### src/xbadc_cfg.svh
// Register offsets, field positions, reset values and decode constants
`ifndef XBADC_CFG_SVH
`define XBADC_CFG_SVH
`define XB_OFF_ACT      8'h30
`define XB_OFF_BASE_H   8'h60
`define XB_OFF_BASE_L   8'h61
`define XB_OFF_IRQ_NUM  8'h70
`define XB_OFF_IRQ_KND  8'h71
`define XB_OFF_DMA_A    8'h74
`define XB_OFF_DMA_B    8'h75
`define XB_OFF_IO_CFG   8'hf0
`define XB_OFF_IO_BH    8'hf1
`define XB_OFF_IO_BL    8'hf2
`define XB_OFF_IO_SZ    8'hf3
`define XB_OFF_MEM_CFG  8'hf4
`define XB_OFF_MEM_BH   8'hf5
`define XB_OFF_MEM_BL   8'hf6
`define XB_OFF_MEM_SZ   8'hf7
`define XB_OFF_IRQ_AB   8'hf8
`define XB_OFF_IRQ_CD   8'hf9
`define XB_RST_ZERO     8'h00
`define XB_RST_DMA      8'h04
`define XB_ACT_BIT      0
`define XB_BASEL_RO     4'h0
`define XB_IO_UIO_BIT   7
`define XB_IO_DBG_BIT   6
`define XB_IO_RTC_LSB   4
`define XB_IO_PWR_LSB   2
`define XB_IO_KBD_LSB   0
`define XB_MEM_ID_LSB   4
`define XB_MEM_HUB_BIT  3
`define XB_MEM_UMEM_BIT 2
`define XB_MEM_EXT_BIT  1
`define XB_MEM_LPC_BIT  0
`define XB_IO_SZ_MIN    4'h1
`define XB_IO_SZ_MAX    4'h8
`define XB_MEM_SZ_MAX   4'hc
`define XB_IO_DBG_ADDR  16'h0080
`define XB_IO_KBD_ADDR  16'h0060
`define XB_IO_PWR_ADDR  16'h0062
`define XB_IO_RTC_ADDR  16'h0070
`define XB_IO_ALT_OFS   16'h0300
`define XB_IO_PAIR_OFS  16'h0004
`define XB_BIOS_F_SEG   16'h000f
`define XB_BIOS_E_SEG   16'h000e
`define XB_BIOS_TOP     10'h3ff
`define XB_EXT_AW       28
`endif

### src/xbadc_pkg.sv
// Types shared by the extension-bus decode blocks
package xbadc_pkg;
   typedef enum logic [1:0] {XB_IO, XB_MEM, XB_HUB} xbadc_kind_t;
   typedef struct packed {
      logic        valid;
      xbadc_kind_t kind;
      logic        write;
      logic [3:0]  hub_id;
      logic [31:0] addr;
      logic [7:0]  wdata;
   } xbadc_host_t;
   typedef struct packed {
      logic user_io_window;
      logic debug_port_zone;
      logic rtc_zone;
      logic power_mgmt_zone;
      logic keyboard_ctl_zone;
   } xbadc_io_hit_t;
   typedef struct packed {
      logic user_memory_window;
      logic bios;
   } xbadc_mem_hit_t;
   typedef struct packed {
      xbadc_io_hit_t  io;
      xbadc_mem_hit_t mem;
   } xbadc_sel_t;
   typedef struct packed {
      logic        rd;
      logic        wr;
      logic [27:0] addr;
      logic [7:0]  data;
   } xbadc_ext_t;
   typedef enum logic [1:0] {XB_BOOT_LOAD, XB_BOOT_ARMED, XB_BOOT_DONE} xbadc_boot_t;
endpackage

### src/xbadc_io_dec.sv
// I/O zone decoder for forwarded host I/O cycles
`timescale 1ns/1ps
`default_nettype none
`include "xbadc_cfg.svh"
module xbadc_io_dec
   import xbadc_pkg::*;
(
   input  wire xbadc_pkg::xbadc_host_t   i_host,
   input  wire logic [7:0]               i_io_cfg,
   input  wire logic [15:0]              i_io_base,
   input  wire logic [3:0]               i_io_size,
   output var  xbadc_pkg::xbadc_io_hit_t o_hit
);
   function automatic logic pair_hit(input logic [15:0] a, input logic [15:0] b);
      pair_hit = (a == b) || (a == b + `XB_IO_PAIR_OFS);
   endfunction

   logic        is_io;
   logic [15:0] a;
   logic [15:0] mask;
   logic [1:0]  kf;
   logic [1:0]  pf;
   logic [1:0]  rf;

   always_comb
   begin
      is_io = i_host.valid && (i_host.kind == XB_IO);
      a     = i_host.addr[15:0];
      kf    = i_io_cfg[`XB_IO_KBD_LSB +: 2];
      pf    = i_io_cfg[`XB_IO_PWR_LSB +: 2];
      rf    = i_io_cfg[`XB_IO_RTC_LSB +: 2];
      mask  = 16'hffff << i_io_size;
      o_hit = '0;
      // Reserved code 2'b11 decodes nothing in the keyboard and power fields; in the RTC field it decodes 0x70-0x73
      o_hit.keyboard_ctl_zone = is_io && ((kf == 2'b01 && pair_hit(a, `XB_IO_KBD_ADDR)) ||
         (kf == 2'b10 && pair_hit(a, `XB_IO_KBD_ADDR + `XB_IO_ALT_OFS)));
      o_hit.power_mgmt_zone = is_io && ((pf == 2'b01 && pair_hit(a, `XB_IO_PWR_ADDR)) ||
         (pf == 2'b10 && pair_hit(a, `XB_IO_PWR_ADDR + `XB_IO_ALT_OFS)));
      o_hit.rtc_zone = is_io && ((rf == 2'b01 && {a[15:1], 1'b0} == `XB_IO_RTC_ADDR) ||
         (rf == 2'b10 && {a[15:1], 1'b0} == `XB_IO_RTC_ADDR + `XB_IO_ALT_OFS) ||
         (rf == 2'b11 && {a[15:2], 2'b00} == `XB_IO_RTC_ADDR));
      o_hit.debug_port_zone = is_io && i_io_cfg[`XB_IO_DBG_BIT] &&
         (a == `XB_IO_DBG_ADDR);
      // Sizes outside 2..256 bytes never match
      o_hit.user_io_window = is_io && i_io_cfg[`XB_IO_UIO_BIT] &&
         (i_io_size >= `XB_IO_SZ_MIN) && (i_io_size <= `XB_IO_SZ_MAX) &&
         (((a ^ i_io_base) & mask) == 16'h0000);
   end
endmodule
`default_nettype wire

### src/xbadc_mem_dec.sv
// Memory and firmware-hub range decoder
`timescale 1ns/1ps
`default_nettype none
`include "xbadc_cfg.svh"
module xbadc_mem_dec
   import xbadc_pkg::*;
(
   input  wire xbadc_pkg::xbadc_host_t    i_host,
   input  wire logic [7:0]                i_mem_cfg,
   input  wire logic [31:0]               i_mem_base,
   input  wire logic [3:0]                i_mem_size,
   output var  xbadc_pkg::xbadc_mem_hit_t o_hit
);
   logic        is_mem;
   logic        is_hub;
   logic        top;
   logic [31:0] mask;

   always_comb
   begin
      is_mem = i_host.valid && (i_host.kind == XB_MEM);
      is_hub = i_host.valid && (i_host.kind == XB_HUB);
      top    = i_host.addr[31:22] == `XB_BIOS_TOP;
      // Window granule is 64 Kbyte since the base carries no low 16 bits
      mask   = 32'hffff_0000 << i_mem_size;
      o_hit  = '0;
      o_hit.user_memory_window = is_mem && i_mem_cfg[`XB_MEM_UMEM_BIT] &&
         (i_mem_size <= `XB_MEM_SZ_MAX) &&
         (((i_host.addr ^ i_mem_base) & mask) == 32'h0000_0000);
      o_hit.bios = (is_mem && i_mem_cfg[`XB_MEM_LPC_BIT] &&
         (top || i_host.addr[31:16] == `XB_BIOS_F_SEG ||
         (i_mem_cfg[`XB_MEM_EXT_BIT] && i_host.addr[31:16] == `XB_BIOS_E_SEG))) ||
         (is_hub && i_mem_cfg[`XB_MEM_HUB_BIT] && top &&
         i_host.hub_id == i_mem_cfg[`XB_MEM_ID_LSB +: 4]);
   end
endmodule
`default_nettype wire

### src/xbadc_top.sv
// Extension-bus address decode configuration and forwarding
`timescale 1ns/1ps
`default_nettype none
`include "xbadc_cfg.svh"
module xbadc_top
(
   input  wire logic                  i_clock,
   input  wire logic                  i_rst_n,
   input  wire logic [7:0]            i_reg_addr,
   input  wire logic [7:0]            i_reg_wdata,
   input  wire logic                  i_reg_wr,
   input  wire logic                  i_reg_rd,
   output var  logic [7:0]            o_reg_rdata,
   input  wire logic [2:0]            i_boot_strap_select,
   input  wire xbadc_pkg::xbadc_host_t i_host,
   output var  logic                  o_claim,
   output var  logic                  o_host_done,
   output var  logic [7:0]            o_host_rdata,
   input  wire logic [2:0]            i_legacy_cs_mapped,
   output var  xbadc_pkg::xbadc_sel_t o_sel,
   output var  xbadc_pkg::xbadc_ext_t o_ext,
   input  wire logic [7:0]            i_ext_rdata
);
   import xbadc_pkg::*;

   logic [7:0]     act_q;
   logic [7:0]     base_h_q;
   logic [7:0]     base_l_q;
   logic [7:0]     io_cfg_q;
   logic [7:0]     io_bh_q;
   logic [7:0]     io_bl_q;
   logic [3:0]     io_sz_q;
   logic [7:0]     mem_cfg_q;
   logic [7:0]     mem_cfg_d;
   logic [7:0]     mem_bh_q;
   logic [7:0]     mem_bl_q;
   logic [7:0]     mem_sz_q;
   logic [7:0]     irq_ab_q;
   logic [7:0]     irq_cd_q;
   logic [2:0]     strap_s1_q;
   logic [2:0]     strap_s2_q;
   xbadc_boot_t    boot_q;
   xbadc_boot_t    boot_d;
   xbadc_io_hit_t  io_hit;
   xbadc_mem_hit_t mem_hit;
   logic           wr_ok;
   logic           bios_rd;
   logic           legacy_blocked;
   logic           pend_q;
   logic           pend_rd_q;

   // Strap pins come from outside the clock domain
   always_ff @(posedge i_clock)
   begin
      strap_s1_q <= i_boot_strap_select;
      strap_s2_q <= strap_s1_q;
   end

   // Only the activate register stays writable while inactive
   assign wr_ok = i_reg_wr && (i_reg_addr == `XB_OFF_ACT || act_q[`XB_ACT_BIT]);

   always_ff @(posedge i_clock)
   begin
      if (!i_rst_n)
      begin
         act_q    <= `XB_RST_ZERO;
         base_h_q <= `XB_RST_ZERO;
         base_l_q <= `XB_RST_ZERO;
         irq_ab_q <= `XB_RST_ZERO;
         irq_cd_q <= `XB_RST_ZERO;
      end
      else if (wr_ok)
      begin
         case (i_reg_addr)
            `XB_OFF_ACT:    act_q    <= i_reg_wdata;
            `XB_OFF_BASE_H: base_h_q <= i_reg_wdata;
            `XB_OFF_BASE_L: base_l_q <= {i_reg_wdata[7:4], `XB_BASEL_RO};
            `XB_OFF_IRQ_AB: irq_ab_q <= i_reg_wdata;
            `XB_OFF_IRQ_CD: irq_cd_q <= i_reg_wdata;
            default:        ;
         endcase
      end
   end

   always_ff @(posedge i_clock)
   begin
      if (!i_rst_n)
      begin
         io_cfg_q <= `XB_RST_ZERO;
         io_bh_q  <= `XB_RST_ZERO;
         io_bl_q  <= `XB_RST_ZERO;
         io_sz_q  <= 4'h0;
      end
      else if (wr_ok)
      begin
         case (i_reg_addr)
            `XB_OFF_IO_CFG: io_cfg_q <= i_reg_wdata;
            `XB_OFF_IO_BH:  io_bh_q  <= i_reg_wdata;
            `XB_OFF_IO_BL:  io_bl_q  <= i_reg_wdata;
            `XB_OFF_IO_SZ:  io_sz_q  <= i_reg_wdata[3:0];
            default:        ;
         endcase
      end
   end

   always_ff @(posedge i_clock)
   begin
      if (!i_rst_n)
      begin
         mem_bh_q <= `XB_RST_ZERO;
         mem_bl_q <= `XB_RST_ZERO;
         mem_sz_q <= `XB_RST_ZERO;
      end
      else if (wr_ok)
      begin
         case (i_reg_addr)
            `XB_OFF_MEM_BH: mem_bh_q <= i_reg_wdata;
            `XB_OFF_MEM_BL: mem_bl_q <= i_reg_wdata;
            `XB_OFF_MEM_SZ: mem_sz_q <= i_reg_wdata;
            default:        ;
         endcase
      end
   end

   xbadc_io_dec u_io_dec
   (
      .i_host    (i_host),
      .i_io_cfg  (io_cfg_q),
      .i_io_base ({io_bh_q, io_bl_q}),
      .i_io_size (io_sz_q),
      .o_hit     (io_hit)
   );

   xbadc_mem_dec u_mem_dec
   (
      .i_host     (i_host),
      .i_mem_cfg  (mem_cfg_q),
      .i_mem_base ({mem_bh_q, mem_bl_q, 16'h0000}),
      .i_mem_size (mem_sz_q[3:0]),
      .o_hit      (mem_hit)
   );

   assign o_claim = (|io_hit) || (|mem_hit);
   assign bios_rd = o_claim && mem_hit.bios && !i_host.write;

   // Boot detection; a software write to the memory config wins over auto clear
   always_comb
   begin
      boot_d    = boot_q;
      mem_cfg_d = mem_cfg_q;
      case (boot_q)
         XB_BOOT_LOAD:
         begin
            if (strap_s2_q != 3'b000)
            begin
               mem_cfg_d[`XB_MEM_LPC_BIT] = 1'b1;
               mem_cfg_d[`XB_MEM_HUB_BIT] = 1'b1;
               boot_d = XB_BOOT_ARMED;
            end
            else
            begin
               boot_d = XB_BOOT_DONE;
            end
         end
         XB_BOOT_ARMED:
         begin
            if (bios_rd)
            begin
               if (i_host.kind == XB_MEM)
               begin
                  mem_cfg_d[`XB_MEM_HUB_BIT] = 1'b0;
               end
               else
               begin
                  mem_cfg_d[`XB_MEM_LPC_BIT] = 1'b0;
               end
               boot_d = XB_BOOT_DONE;
            end
         end
         XB_BOOT_DONE:
         begin
            boot_d = XB_BOOT_DONE;
         end
         default:
         begin
            boot_d = XB_BOOT_DONE;
         end
      endcase
      if (wr_ok && i_reg_addr == `XB_OFF_MEM_CFG)
      begin
         mem_cfg_d = i_reg_wdata;
      end
   end

   always_ff @(posedge i_clock)
   begin
      if (!i_rst_n)
      begin
         boot_q    <= XB_BOOT_LOAD;
         mem_cfg_q <= `XB_RST_ZERO;
      end
      else
      begin
         boot_q    <= boot_d;
         mem_cfg_q <= mem_cfg_d;
      end
   end

   // Register read data stand only in the cycle after the strobe
   always_ff @(posedge i_clock)
   begin
      if (!i_rst_n || !i_reg_rd)
      begin
         o_reg_rdata <= `XB_RST_ZERO;
      end
      else if (i_reg_addr != `XB_OFF_ACT && !act_q[`XB_ACT_BIT])
      begin
         o_reg_rdata <= `XB_RST_ZERO;
      end
      else
      begin
         case (i_reg_addr)
            `XB_OFF_ACT:     o_reg_rdata <= act_q;
            `XB_OFF_BASE_H:  o_reg_rdata <= base_h_q;
            `XB_OFF_BASE_L:  o_reg_rdata <= {base_l_q[7:4], `XB_BASEL_RO};
            `XB_OFF_IRQ_NUM: o_reg_rdata <= `XB_RST_ZERO;
            `XB_OFF_IRQ_KND: o_reg_rdata <= `XB_RST_ZERO;
            `XB_OFF_DMA_A:   o_reg_rdata <= `XB_RST_DMA;
            `XB_OFF_DMA_B:   o_reg_rdata <= `XB_RST_DMA;
            `XB_OFF_IO_CFG:  o_reg_rdata <= io_cfg_q;
            `XB_OFF_IO_BH:   o_reg_rdata <= io_bh_q;
            `XB_OFF_IO_BL:   o_reg_rdata <= io_bl_q;
            `XB_OFF_IO_SZ:   o_reg_rdata <= {4'h0, io_sz_q};
            `XB_OFF_MEM_CFG: o_reg_rdata <= mem_cfg_q;
            `XB_OFF_MEM_BH:  o_reg_rdata <= mem_bh_q;
            `XB_OFF_MEM_BL:  o_reg_rdata <= mem_bl_q;
            `XB_OFF_MEM_SZ:  o_reg_rdata <= mem_sz_q;
            `XB_OFF_IRQ_AB:  o_reg_rdata <= irq_ab_q;
            `XB_OFF_IRQ_CD:  o_reg_rdata <= irq_cd_q;
            default:         o_reg_rdata <= `XB_RST_ZERO;
         endcase
      end
   end

   // Legacy zones with no chip select still claim, but never reach the pins
   assign legacy_blocked = (io_hit.keyboard_ctl_zone && !i_legacy_cs_mapped[0]) ||
                           (io_hit.power_mgmt_zone && !i_legacy_cs_mapped[1]) ||
                           (io_hit.rtc_zone && !i_legacy_cs_mapped[2]);

   always_ff @(posedge i_clock)
   begin
      if (!i_rst_n || !(i_host.valid && o_claim))
      begin
         o_ext     <= '0;
         o_sel     <= '0;
         pend_q    <= 1'b0;
         pend_rd_q <= 1'b0;
      end
      else
      begin
         o_sel.io   <= io_hit;
         o_sel.mem  <= mem_hit;
         o_ext.addr <= i_host.addr[`XB_EXT_AW-1:0];
         o_ext.data <= i_host.wdata;
         o_ext.rd   <= !i_host.write && !legacy_blocked;
         o_ext.wr   <= i_host.write && !legacy_blocked;
         pend_q     <= 1'b1;
         pend_rd_q  <= !i_host.write && !legacy_blocked;
      end
   end

   always_ff @(posedge i_clock)
   begin
      if (!i_rst_n)
      begin
         o_host_done  <= 1'b0;
         o_host_rdata <= `XB_RST_ZERO;
      end
      else
      begin
         o_host_done  <= pend_q;
         o_host_rdata <= pend_rd_q ? i_ext_rdata : `XB_RST_ZERO;
      end
   end
endmodule
`default_nettype wire

### config.mk
export PLATFORM = sky130hd
export DESIGN_NAME = xbadc_top
export DESIGN_NICKNAME = d
export VERILOG_FILES = /design/src/xbadc_pkg.sv /design/src/xbadc_io_dec.sv /design/src/xbadc_mem_dec.sv /design/src/xbadc_top.sv
export VERILOG_INCLUDE_DIRS = /design/src
export SDC_FILE = /design/constraint.sdc
export NUM_CORES = 1
export LEC_CHECK = 0
export BUFFER_PORTS_ARGS = -buffer_cell sky130_fd_sc_hd__buf_2
export CAP_MARGIN = 20
export CORE_ASPECT_RATIO = 1.25
export CORE_MARGIN = 4
export CORE_UTILIZATION = 50
export DETAILED_ROUTE_END_ITERATION = 10
export GPL_ROUTABILITY_DRIVEN = 0
export PLACE_DENSITY = 0.73
export SLEW_MARGIN = 20
export SYNTH_ARGS = -nofsm -noshare
export SYNTH_HDL_FRONTEND = slang
export SYNTH_SLANG_ARGS = --single-unit
### constraint.sdc
create_clock -name i_clock -period 2.4 [get_ports i_clock]
set_input_delay 0.24 -clock i_clock [delete_from_list [all_inputs] [get_ports i_clock]]
set_output_delay 0.24 -clock i_clock [all_outputs]
set_load 0.05 [all_outputs]
==> flow_results.xml, run 1 <==
<?xml version="1.0" encoding="UTF-8"?>
<metrics>
  <group name="yosys">
    <metric name="ys_seq_area_frac" unit="">0.444</metric>
    <metric name="syn_nets" unit="">842</metric>
    <metric name="synth_top_family_by_area" unit="">simple AND/OR/NAND/NOR gates</metric>
    <metric name="synth_top_cells_by_area" unit="">dfxtp_1 (44%), mux2i_1 (12%), nor2b_1 (7.5%)</metric>
    <metric name="post_synth_instance_area" unit="um^2">7540</metric>
    <metric name="synth-edff-count" unit="">0</metric>
    <metric name="xor_and_xnor_area_share_after_synthesis" unit="">0.0407</metric>
    <metric name="synth_area_per_cell" unit="um^2">9.92</metric>
    <metric name="yosys_register_bits" unit="">167</metric>
    <metric name="synth_ff_type" unit="">dfxtp_1</metric>
    <metric name="synthSimpleGateAreaFrac" unit="">0.238</metric>
    <metric name="yosys_warn_count" unit="">0</metric>
    <metric name="synth.mux.area_fraction" unit="">0.131</metric>
    <metric name="synth.lib_cells_used.distinct" unit="">70</metric>
    <metric name="netlist_instances" unit="">760</metric>
    <metric name="synth-async-reset-ratio" unit="">0</metric>
    <metric name="synth_top_area_frac" unit="">0.444</metric>
    <metric name="synth_top_cell_by_area" unit="">dfxtp_1</metric>
    <metric name="post_synthesis_compound_gate_area_fraction" unit="">0.111</metric>
    <metric name="post_synth_adder_cell_area" unit="">0.00133</metric>
  </group>
  <group name="route">
    <metric name="detailedRoute.firstPassIterationCount" unit="">5</metric>
    <metric name="drc_violations" unit="">0</metric>
    <metric name="route.met2.wl" unit="mm">10.0</metric>
    <metric name="detailroute.wirelength.met3" unit="mm">1.38</metric>
    <metric name="avgViaCountPerCell" unit="">5.86</metric>
    <metric name="m1WireLength" unit="mm">9.17</metric>
    <metric name="vias" unit="">6420</metric>
    <metric name="detail_route.wl_per_cell" unit="um">19.6</metric>
    <metric name="detailedRoute.firstIterationViolations" unit="">467</metric>
    <metric name="antenna_left" unit="">0</metric>
    <metric name="dr.max_layer_used" unit="">met4</metric>
    <metric name="wl" unit="mm">21.4</metric>
  </group>
  <group name="setup_path">
    <metric name="critical_path.cell_chain" unit="">xnor2_2 -&gt; maj3_2 -&gt; o21ai_2 -&gt; a2111o_1 -&gt; o2111ai_4 -&gt; buf_6</metric>
    <metric name="max_stage_delay" unit="ns">0.48</metric>
    <metric name="regToRegStartpoint" unit="">mem_bh_q[2]$_SDFFE_PN0P_</metric>
    <metric name="cpLargestDelayFamily" unit="">compound AO/OA/AOI/OAI gates</metric>
    <metric name="startpoint" unit="">mem_bh_q[2]$_SDFFE_PN0P_</metric>
    <metric name="worstSetupPathType" unit="">reg -&gt; out</metric>
    <metric name="timing.critical_path.required" unit="ns">2.16</metric>
    <metric name="critical_path.max_fanout" unit="">3</metric>
    <metric name="critical_path.startpoint_type" unit="">register</metric>
    <metric name="rr_worst_depth" unit="">8</metric>
    <metric name="reg2reg_to" unit="">pend_rd_q$_SDFF_PP0_</metric>
    <metric name="worstPathArrival" unit="ns">2.12</metric>
    <metric name="critical_path_buf_inv_count" unit="">1</metric>
    <metric name="critPathCaptureType" unit="">output pin</metric>
    <metric name="r2r_setup_slack" unit="ns">0.27</metric>
    <metric name="timing.critical_path.slowest_stage_cell" unit="">a2111o_1</metric>
  </group>
  <group name="floorplan">
    <metric name="die_h" unit="um">145</metric>
    <metric name="core_region_area" unit="um^2">14600</metric>
    <metric name="boundaryPins" unit="">145</metric>
    <metric name="die_x" unit="um">118</metric>
    <metric name="rows" unit="">49</metric>
    <metric name="floorplan.initialDensity" unit="">0.517</metric>
    <metric name="fp.dieArea" unit="um^2">17100</metric>
  </group>
  <group name="global_routing">
    <metric name="grt_first_pass_wirelength" unit="mm">33.9</metric>
    <metric name="grt_max_degree" unit="">46</metric>
    <metric name="global_route.overflow_total" unit="">0</metric>
    <metric name="via_count_of_the_first_global_routing_pass" unit="">6132</metric>
    <metric name="grt_antenna_before_repair" unit="">0</metric>
    <metric name="grt_use_total" unit="">0.250</metric>
  </group>
  <group name="power">
    <metric name="sw_frac_of_total" unit="">0.219</metric>
    <metric name="power-per-cell-area" unit="nW/um^2">653</metric>
    <metric name="leakage_power_of_the_design" unit="nW">3.69</metric>
    <metric name="vdd_ir_drop_max" unit="uV">448</metric>
    <metric name="power.combinational.fraction" unit="">0.059</metric>
    <metric name="seq_power_share" unit="">0.462</metric>
    <metric name="netSwitchingPower" unit="mW">1.33</metric>
    <metric name="total_power_consumption_of_the_routed_design" unit="mW">6.05</metric>
    <metric name="total_internal_power" unit="mW">4.72</metric>
    <metric name="pwr-share-clk" unit="">0.480</metric>
  </group>
  <group name="clock_network">
    <metric name="cts_tree" unit="">built</metric>
    <metric name="cts.sink_count" unit="">167</metric>
    <metric name="clockBufferDepth" unit="">2</metric>
    <metric name="cts_htree_levels" unit="">4</metric>
    <metric name="clk_pin_slew" unit="ns">0.06</metric>
    <metric name="clk_root_buffer_cell" unit="">clkbuf_16</metric>
    <metric name="worst_skew_pair.late_latency" unit="ns">0.43</metric>
    <metric name="tritoncts.num_buffers" unit="">17</metric>
  </group>
  <group name="min_path">
    <metric name="whs_endpoint" unit="">o_ext[4]$_SDFF_PP0_</metric>
    <metric name="timing.hold.worst.start" unit="">i_host[4]</metric>
    <metric name="holdCritPathClass" unit="">in -&gt; reg</metric>
    <metric name="worstHoldPathCells" unit="">2</metric>
  </group>
  <group name="sta">
    <metric name="fin_tns_setup" unit="ns">0</metric>
    <metric name="final.setup.worst_slack" unit="ns">0.0439</metric>
    <metric name="rsz0062_at_grt" unit="">true</metric>
    <metric name="max_freq" unit="GHz">0.424</metric>
    <metric name="worst_pin_slew" unit="ns">0.602</metric>
    <metric name="finalHoldViolations" unit="">0</metric>
    <metric name="finClkSkew" unit="ns">0.00758</metric>
    <metric name="max_slew_margin" unit="">0.598</metric>
    <metric name="final-setup-viol-count" unit="">0</metric>
    <metric name="post-route-period-util" unit="">0.982</metric>
    <metric name="period_minus_slack" unit="ns">2.36</metric>
    <metric name="final_report_max_slew_violation_count" unit="">0</metric>
  </group>
  <group name="final_layout">
    <metric name="flow.area_growth_from_synthesis" unit="%">22.8</metric>
    <metric name="final_cell_area" unit="um^2">9260</metric>
    <metric name="finish.net_count" unit="">987</metric>
    <metric name="diode_insertion_count_for_antenna_repair" unit="">0</metric>
    <metric name="drive_above_1_share" unit="">0.275</metric>
  </group>
  <group name="placed_design">
    <metric name="port_buffers" unit="">144</metric>
    <metric name="dp_hpwl" unit="mm">15.6</metric>
    <metric name="postPlaceCellArea" unit="um^2">8490</metric>
    <metric name="place_worst_setup_slack" unit="ns">0.203</metric>
  </group>
  <group name="run">
    <metric name="maxCapViolations" unit="">0</metric>
  </group>
  <group name="run_status">
    <metric name="run_status" unit="">finished, final reports clean</metric>
  </group>
</metrics>
logic make-up (layout without fill, tap and decap cells):
kind of cell | Yosys count | after routing
compound gates | 114 | 114
mux | 96 | 96
flops | 167 | 167
simple gates | 288 | 288
xor+xnor | 35 | 35
fa+ha+maj | 1 | 1
buf+inv | 59 | 216
layer usage:
metal,global-route usage,vias up
li1,-,3035
met1,0.321,3064
met2,0.405,258
met3,0.0475,63
met4,0.123,0
met5,0,-
worst register-to-register path, delay by kind of cell (launching register included):
family | cells | cell delay (ns)
simple gates | 1 | 0.21
compound gates | 3 | 0.78
buf+inv | 2 | 0.37
xor+xnor | 1 | 0.15
flops | 1 | 0.36
fa+ha+maj | 1 | 0.21
worst max path at each step:
stage | depth (start not counted) | end | slack (ns)
6_report | 6 | o_claim | 0.04
5_1_grt | 6 | o_claim | -0.03
4_1_cts | 6 | o_claim | 0.002
3_5_place_dp | 8 | o_claim | 0.20
3_3_place_gp | 8 | o_claim | 0.23
2_1_floorplan | 7 | o_ext[30]$_SDFF_PP0_ | 0.42
cells in the final DEF (no fill, tap or decap), types with 11 or more instances in the layout:
cell	netlist	final
nor2b_1	90	90
nand2_1	30	30
o21ai_0	16	13
and3_1	49	49
clkbuf_16	0	17
dfxtp_2	0	11
buf_4	3	32
buf_2	12	143
a21oi_1	11	11
nand3_1	20	20
a22oi_1	14	14
mux2i_1	92	92
dfxtp_1	167	155
xnor2_1	29	26
nor2_1	19	19
cell type report:
| cell class | instances | area [um^2] |
|---|---|---|
| clock buffer | 20 | 457 |
| clock inverter | 11 | 173 |
| fill | 1239 | 5330 |
| inverter | 5 | 18.8 |
| multi-input combinational | 534 | 4010 |
| sequential | 167 | 3360 |
| tap | 178 | 223 |
| timing repair buffer | 180 | 1020 |
power groups by stage:
stage / sequential, mW / clock (mW) / combinational (mW)
after detailed placement: 2.86 / 0 / 0.341
after global placement: 2.86 / 0 / 0.340
after CTS: 2.79 / 2.94 / 0.347
final: 2.79 / 2.90 / 0.355
after floorplan: 2.85 / 0 / 0.173
after global routing: 2.79 / 3.06 / 0.381
cell usage after synthesis (4+ instances only):
master	n
xor2_1	6
nand2b_1	8
nor2_1	19
dfxtp_1	167
and2_1	8
a31oi_1	10
a22oi_1	14
nand3_1	20
mux2i_1	92
nor3_1	8
nand2_1	30
nor2_4	5
clkbuf_1	38
nor2b_1	90
inv_1	5
a22o_1	6
o211ai_1	5
a21oi_1	11
o21ai_0	16
o31ai_1	4
a21boi_0	10
a221oi_1	4
nand4b_1	5
a211o_1	4
nand4_1	10
nor4_1	7
xnor2_1	29
buf_2	12
and3_1	49
state kept, by name, summed over array words and instances, names as in the netlist:
name,cells
o_reg_rdata,8
mem_bh_q,8
o_host_done,1
boot_q,2
io_cfg_q,8
mem_cfg_q,8
irq_ab_q,8
io_bl_q,8
o_ext,37
pend_rd_q,1
mem_bl_q,8
strap_s1_q,3
base_l_q,4
pend_q,1
o_host_rdata,8
strap_s2_q,3
io_bh_q,8
mem_sz_q,8
act_q,8
base_h_q,8
o_sel,7
io_sz_q,4
irq_cd_q,8
repair_timing:
item | 4_1_cts | 5_1_grt
hold endpoints to repair | 3 | 0
hold buffers | 3 | 0
setup buffers | 1 | 1
setup endpoints to repair | 1 | 1
pin swaps | 1 | 7
resized for setup | 7 | 25
stage by stage:
stage          hold slack (ns)  instances  utilization
6_report                0.0321       1095        0.635
5_1_grt                 0.0286       1095        0.635
2_1_floorplan            0.268        760            -
3_3_place_gp             0.313       1059        0.582
3_5_place_dp             0.316       1059        0.582
4_1_cts                 0.0195       1094        0.628
No activity file was read; power rests on OpenSTA's default activity.
==> run 2: changes to the inputs <==
--- a/config.mk
+++ b/config.mk
@@ -13,7 +13,7 @@
 export CORE_UTILIZATION = 50
 export DETAILED_ROUTE_END_ITERATION = 10
 export GPL_ROUTABILITY_DRIVEN = 0
-export PLACE_DENSITY = 0.73
+export PLACE_DENSITY_LB_ADDON = 0.08
 export SLEW_MARGIN = 20
 export SYNTH_ARGS = -nofsm -noshare
 export SYNTH_HDL_FRONTEND = slang
==> constraint.sdc (replaced) <==
create_clock -name i_clock -period 2 [get_ports i_clock]
set_input_delay 0.2 -clock i_clock [delete_from_list [all_inputs] [get_ports i_clock]]
set_output_delay 0.2 -clock i_clock [all_outputs]
set_load 0.05 [all_outputs]
==> flow_results.xml, run 2 (same netlist as run 1, synthesis figures left out) <==
<?xml version="1.0" encoding="UTF-8"?>
<metrics>
  <group name="final_layout">
    <metric name="layout.cells.most_common" unit="">dfxtp_1</metric>
    <metric name="final_cell_count_no_fill" unit="">1148</metric>
    <metric name="drive_above_1_share" unit="">0.315</metric>
    <metric name="mostFrequentLayoutCells" unit="">dfxtp_1 (151), buf_2 (143), mux2i_1 (92)</metric>
    <metric name="nFillCells" unit="">1163</metric>
    <metric name="flow.area_growth_from_synthesis" unit="%">30.4</metric>
    <metric name="regMostFlops" unit="">o_ext</metric>
    <metric name="diode_insertion_count_for_antenna_repair" unit="">0</metric>
    <metric name="finish.net_count" unit="">1039</metric>
    <metric name="number_of_flip_flops_in_the_largest_register" unit="">37</metric>
  </group>
  <group name="run_status">
    <metric name="run_status" unit="">complete, but fails checks</metric>
    <metric name="violations" unit="">setup timing</metric>
  </group>
  <group name="route">
    <metric name="avgViaCountPerCell" unit="">5.78</metric>
    <metric name="wl" unit="mm">23.6</metric>
    <metric name="detail_route.wl_per_cell" unit="um">20.5</metric>
    <metric name="detailedRoute.firstPassIterationCount" unit="">5</metric>
    <metric name="drc_violations" unit="">0</metric>
    <metric name="detailedRoute.firstIterationViolations" unit="">560</metric>
    <metric name="antenna_left" unit="">0</metric>
    <metric name="vias" unit="">6636</metric>
  </group>
  <group name="global_routing">
    <metric name="grt_antenna_before_repair" unit="">0</metric>
    <metric name="grt_first_pass_wirelength" unit="mm">36.8</metric>
    <metric name="grt_use_total" unit="">0.272</metric>
    <metric name="grt_max_degree" unit="">56</metric>
    <metric name="global_route.overflow_total" unit="">0</metric>
    <metric name="via_count_of_the_first_global_routing_pass" unit="">6738</metric>
  </group>
  <group name="placed_design">
    <metric name="placedCellCount" unit="">1098</metric>
    <metric name="port_buffers" unit="">144</metric>
    <metric name="dp_hpwl" unit="mm">16.8</metric>
    <metric name="place_worst_setup_slack" unit="ns">-0.157</metric>
  </group>
  <group name="min_path">
    <metric name="worstHoldPathCells" unit="">2</metric>
    <metric name="holdCritPathClass" unit="">in -&gt; reg</metric>
  </group>
  <group name="clock_network">
    <metric name="cts_htree_levels" unit="">4</metric>
    <metric name="worst_skew_pair.late_latency" unit="ns">0.43</metric>
    <metric name="tritoncts.num_buffers" unit="">17</metric>
    <metric name="clk_pin_slew" unit="ns">0.06</metric>
    <metric name="cts_tree" unit="">built</metric>
    <metric name="clockBufferDepth" unit="">2</metric>
    <metric name="cts.sink_count" unit="">167</metric>
    <metric name="clk_root_buffer_cell" unit="">clkbuf_16</metric>
  </group>
  <group name="sta">
    <metric name="finalHoldViolations" unit="">0</metric>
    <metric name="final.setup.worst_slack" unit="ns">-0.221</metric>
    <metric name="final-setup-viol-count" unit="">1</metric>
    <metric name="worst_pin_slew" unit="ns">0.519</metric>
    <metric name="post-route-period-util" unit="">1.11</metric>
    <metric name="rsz0062_at_grt" unit="">true</metric>
    <metric name="timing.hold.ws" unit="ns">0.00865</metric>
    <metric name="max_freq" unit="GHz">0.450</metric>
    <metric name="finClkSkew" unit="ns">0.00941</metric>
    <metric name="period_minus_slack" unit="ns">2.22</metric>
    <metric name="max_slew_margin" unit="">0.653</metric>
    <metric name="final_report_max_slew_violation_count" unit="">0</metric>
  </group>
  <group name="setup_path">
    <metric name="timing.critical_path.required" unit="ns">1.80</metric>
    <metric name="critPathCaptureType" unit="">output pin</metric>
    <metric name="worstSetupPathType" unit="">reg -&gt; out</metric>
    <metric name="worstPathArrival" unit="ns">2.02</metric>
    <metric name="critical_path.max_fanout" unit="">2</metric>
    <metric name="critical_path.startpoint_type" unit="">register</metric>
    <metric name="rr_worst_depth" unit="">8</metric>
  </group>
  <group name="power">
    <metric name="vdd_ir_drop_max" unit="uV">559</metric>
    <metric name="total_power_consumption_of_the_routed_design" unit="mW">7.14</metric>
    <metric name="power.combinational.fraction" unit="">0.069</metric>
    <metric name="netSwitchingPower" unit="mW">1.65</metric>
    <metric name="sw_frac_of_total" unit="">0.231</metric>
    <metric name="leakage_power_of_the_design" unit="nW">3.97</metric>
    <metric name="seq_power_share" unit="">0.469</metric>
    <metric name="power-per-cell-area" unit="nW/um^2">726</metric>
    <metric name="total_internal_power" unit="mW">5.49</metric>
    <metric name="pwr-share-clk" unit="">0.461</metric>
  </group>
  <group name="run">
    <metric name="maxCapViolations" unit="">0</metric>
  </group>
  <group name="floorplan">
    <metric name="fp.dieArea" unit="um^2">17100</metric>
    <metric name="floorplan.initialDensity" unit="">0.517</metric>
    <metric name="die_x" unit="um">118</metric>
    <metric name="boundaryPins" unit="">145</metric>
    <metric name="die_h" unit="um">145</metric>
    <metric name="core_region_area" unit="um^2">14600</metric>
    <metric name="rows" unit="">49</metric>
  </group>
</metrics>
[run 2: cell count changes in the layout (fill, tap and decap cells not counted), sizes merged]
cell         before  now
clkinvlp          1    4
dlygate4sd3       3   15
clkinv            5    4
bufinv            4    2
buf             177  217
clkbuf           20   21
[run 2: area by class of cell]
cell class	instances	area [um^2]	share of cell area
clock buffer	21	470	0.0479
timing repair buffer	232	1550	0.157
clock inverter	11	123	0.0125
tap	178	223	0.0227
multi-input combinational	534	4080	0.415
inverter	5	18.8	0.00191
sequential	167	3370	0.342
[run 2: repair_timing]
item / in CTS / in global routing
hold endpoints to repair: 15 / 0
hold buffers: 15 / 0
pin swaps: 5 / 11
setup buffers: 0 / 3
resized for setup: 16 / 36
setup endpoints to repair: 40 / 40
[run 2: worst paths after layout]
path | startpoint | slack [ns] | endpoint
min reg2reg | strap_s1_q[1]$_DFF_P_ | 0.33 | strap_s2_q[1]$_DFF_P_
max | mem_bh_q[2]$_SDFFE_PN0P_ | -0.22 | o_claim
max reg2reg | io_cfg_q[5]$_SDFFE_PN0P_ | 0 | o_ext[12]$_SDFF_PP0_
min | i_host[2] | 0.009 | o_ext[2]$_SDFF_PP0_
[run 2: power by group through the flow]
stage | Sequential [mW] | Combinational, mW | Clock [mW]
6_report | 3.35 | 0.496 | 3.29
5_1_grt | 3.35 | 0.528 | 3.49
4_1_cts | 3.35 | 0.475 | 3.32
3_5_place_dp | 3.43 | 0.446 | 0
3_3_place_gp | 3.43 | 0.437 | 0
2_1_floorplan | 3.42 | 0.207 | 0
[run 2: critical path, stage by stage (launching register included)]
cell,delay [ns]
dfxtp_2,0.34
xnor2_2,0.15
maj3_2,0.22
o21ai_2,0.05
a2111o_1,0.41
o2111ai_2,0.23
buf_6,0.20
[run 2: per-layer routing]
layer / share of wire / GRT usage / vias up
li1: - / - / 3129
met1: 0.41 / 0.321 / 3171
met2: 0.48 / 0.458 / 274
met3: 0.072 / 0.0763 / 62
met4: 0.039 / 0.129 / 0
met5: 0 / 0 / -
[run 2: through the flow]
step	TNS [ns]	util	cell area [um^2]
after global routing	-2.90	0.674	9830
final	-0.221	0.674	9830
after CTS	-0.415	0.662	9660
after global placement	-6.97	0.608	8870
after detailed placement	-5.20	0.608	8870
after floorplan	0	-	7540
==> run 3: changes to the inputs <==
--- a/config.mk
+++ b/config.mk
@@ -14,6 +14,7 @@
 export DETAILED_ROUTE_END_ITERATION = 10
 export GPL_ROUTABILITY_DRIVEN = 0
 export PLACE_DENSITY_LB_ADDON = 0.08
+export REMOVE_ABC_BUFFERS = 1
 export SLEW_MARGIN = 20
 export SYNTH_ARGS = -nofsm -noshare
 export SYNTH_HDL_FRONTEND = slang
==> flow_results.xml, run 3 (same netlist as run 1, synthesis figures left out) <==
<?xml version="1.0" encoding="UTF-8"?>
<metrics>
  <group name="sta">
    <metric name="max_slew_margin" unit="">0.634</metric>
    <metric name="final.setup.worst_slack" unit="ns">-0.275</metric>
    <metric name="rsz0062_at_grt" unit="">true</metric>
    <metric name="fin_tns_setup" unit="ns">-5.61</metric>
    <metric name="finalHoldViolations" unit="">0</metric>
    <metric name="final-setup-viol-count" unit="">38</metric>
    <metric name="finClkSkew" unit="ns">0.00901</metric>
    <metric name="post-route-period-util" unit="">1.14</metric>
    <metric name="worst_pin_slew" unit="ns">0.547</metric>
    <metric name="final_report_max_slew_violation_count" unit="">0</metric>
    <metric name="period_minus_slack" unit="ns">2.28</metric>
    <metric name="max_freq" unit="GHz">0.439</metric>
    <metric name="timing.hold.ws" unit="ns">0.00912</metric>
  </group>
  <group name="power">
    <metric name="power-per-cell-area" unit="nW/um^2">738</metric>
    <metric name="leakage_power_of_the_design" unit="nW">4.17</metric>
    <metric name="vdd_ir_drop_max" unit="uV">430</metric>
  </group>
  <group name="route">
    <metric name="avgViaCountPerCell" unit="">5.82</metric>
    <metric name="detail_route.wl_per_cell" unit="um">20.1</metric>
    <metric name="detailedRoute.firstIterationViolations" unit="">515</metric>
    <metric name="antenna_left" unit="">0</metric>
    <metric name="detailedRoute.firstPassIterationCount" unit="">7</metric>
    <metric name="vias" unit="">6888</metric>
    <metric name="wl" unit="mm">23.8</metric>
    <metric name="drc_violations" unit="">0</metric>
  </group>
  <group name="global_routing">
    <metric name="grt_max_degree" unit="">54</metric>
    <metric name="grt_use_total" unit="">0.276</metric>
    <metric name="global_route.overflow_total" unit="">0</metric>
    <metric name="via_count_of_the_first_global_routing_pass" unit="">7005</metric>
    <metric name="grt_first_pass_wirelength" unit="mm">37.8</metric>
    <metric name="grt_antenna_before_repair" unit="">0</metric>
  </group>
  <group name="final_layout">
    <metric name="number_of_flip_flops_in_the_largest_register" unit="">37</metric>
    <metric name="finish.net_count" unit="">1076</metric>
    <metric name="regMostFlops" unit="">o_ext</metric>
    <metric name="final_cell_count_no_fill" unit="">1184</metric>
    <metric name="diode_insertion_count_for_antenna_repair" unit="">0</metric>
    <metric name="drive_above_1_share" unit="">0.324</metric>
    <metric name="mostFrequentLayoutCells" unit="">dfxtp_1 (158), buf_2 (143), buf_4 (102)</metric>
    <metric name="final_core_util" unit="">0.691</metric>
    <metric name="layout.cells.most_common" unit="">dfxtp_1</metric>
    <metric name="flow.area_growth_from_synthesis" unit="%">33.7</metric>
  </group>
  <group name="clock_network">
    <metric name="clockBufferDepth" unit="">2</metric>
    <metric name="worst_skew_pair.late_latency" unit="ns">0.43</metric>
    <metric name="cts_tree" unit="">built</metric>
    <metric name="cts_htree_levels" unit="">4</metric>
    <metric name="clk_root_buffer_cell" unit="">clkbuf_16</metric>
    <metric name="tritoncts.num_buffers" unit="">17</metric>
    <metric name="cts.sink_count" unit="">167</metric>
    <metric name="clk_pin_slew" unit="ns">0.06</metric>
  </group>
  <group name="floorplan">
    <metric name="fp.dieArea" unit="um^2">17100</metric>
    <metric name="floorplan.initialDensity" unit="">0.517</metric>
    <metric name="rows" unit="">49</metric>
    <metric name="core_region_area" unit="um^2">14600</metric>
    <metric name="boundaryPins" unit="">145</metric>
    <metric name="die_x" unit="um">118</metric>
    <metric name="die_h" unit="um">145</metric>
  </group>
  <group name="setup_path">
    <metric name="critical_path_cell_count" unit="">6</metric>
    <metric name="cpMostUsedCell" unit="">buf_6</metric>
    <metric name="critical_path.cell_chain" unit="">buf_6 -&gt; o211ai_1 -&gt; nand4_1 -&gt; a2111o_1 -&gt; o2111ai_4 -&gt; buf_6</metric>
    <metric name="max_stage_delay" unit="ns">0.39</metric>
    <metric name="critical_path_buf_inv_count" unit="">2</metric>
    <metric name="critical_path.max_fanout" unit="">4</metric>
    <metric name="timing.critical_path.required" unit="ns">1.80</metric>
    <metric name="worstPathArrival" unit="ns">2.08</metric>
    <metric name="critical_path.startpoint_type" unit="">register</metric>
    <metric name="critPathCaptureType" unit="">output pin</metric>
    <metric name="rr_worst_depth" unit="">9</metric>
    <metric name="timing.critical_path.slowest_stage_cell" unit="">a2111o_1</metric>
    <metric name="worstSetupPathType" unit="">reg -&gt; out</metric>
    <metric name="cpLargestDelayFamily" unit="">compound AO/OA/AOI/OAI gates</metric>
  </group>
  <group name="placed_design">
    <metric name="placedCellCount" unit="">1132</metric>
    <metric name="port_buffers" unit="">144</metric>
    <metric name="dp_hpwl" unit="mm">17.2</metric>
  </group>
  <group name="run_status">
    <metric name="violations" unit="">setup timing</metric>
    <metric name="run_status" unit="">complete, but fails checks</metric>
  </group>
  <group name="min_path">
    <metric name="holdCritPathClass" unit="">in -&gt; reg</metric>
    <metric name="worstHoldPathCells" unit="">2</metric>
  </group>
  <group name="run">
    <metric name="maxCapViolations" unit="">0</metric>
  </group>
</metrics>
==> run 3: metrics by stage <==
| step | power [mW] | cell area, um^2 | setup slack (ns) |
|---|---|---|---|
| 6_report | 7.44 | 10100 | -0.275 |
| 5_1_grt | 7.65 | 10100 | -0.327 |
| 4_1_cts | 7.46 | 10000 | -0.291 |
| 3_5_place_dp | 3.88 | 9130 | -0.311 |
| 3_3_place_gp | 3.87 | 9130 | -0.239 |
| 2_1_floorplan | 3.57 | 7300 | -0.501 |
==> run 3: worst reg2reg max path: stages (launching register included) <==
cell and delay [ns]:
dfxtp_1 0.32, xnor2_1 0.13, a2111oi_1 0.53, a2111oi_2 0.10, o21ai_2 0.15, o2111ai_4 0.17
buf_4 0.17, buf_4 0.15, buf_4 0.16, and3_1 0.18
==> run 3: final timing paths <==
| check | from | endpoint | slack (ns) |
|---|---|---|---|
| max | mem_sz_q[0]$_SDFFE_PN0P_ | o_claim | -0.28 |
| min | i_host[6] | o_ext[6]$_SDFF_PP0_ | 0.009 |
| max reg2reg | io_bl_q[1]$_SDFFE_PN0P_ | o_ext[29]$_SDFF_PP0_ | -0.18 |
| min reg2reg | strap_s1_q[0]$_DFF_P_ | strap_s2_q[0]$_DFF_P_ | 0.33 |
==> run 3: power breakdown <==
| part | switching, mW | leakage (nW) | internal [mW] |
|---|---|---|---|
| Clock | 1.29 | 0.311 | 2.31 |
| Combinational | 0.275 | 2.50 | 0.219 |
| Sequential | 0.00955 | 1.35 | 3.34 |
==> run 3: timing repair <==
action / 4_1_cts / 5_1_grt
gates resized for setup: 22 / 11
endpoints found under the setup margin: 40 / 40
hold endpoints to repair: 12 / 0
hold buffers: 12 / 0
pin swaps: 6 / 10
setup buffers: 5 / 4
==> run 3: cell type report <==
type,instances,area [um^2]
clock inverters,7,166
multi-input cells,534,4030
repair buffers,269,1810
inverters,5,18.8
clock buffers,24,482
well taps,178,223
fillers,1149,4510
flip-flops and latches,167,3360
==> run 3: layer usage <==
layer,up-vias,track usage,part of all wire
met5,-,0,0
met4,0,0.124,0.041
li1,3211,-,-
met3,72,0.0615,0.059
met1,3334,0.330,0.41
met2,271,0.473,0.49
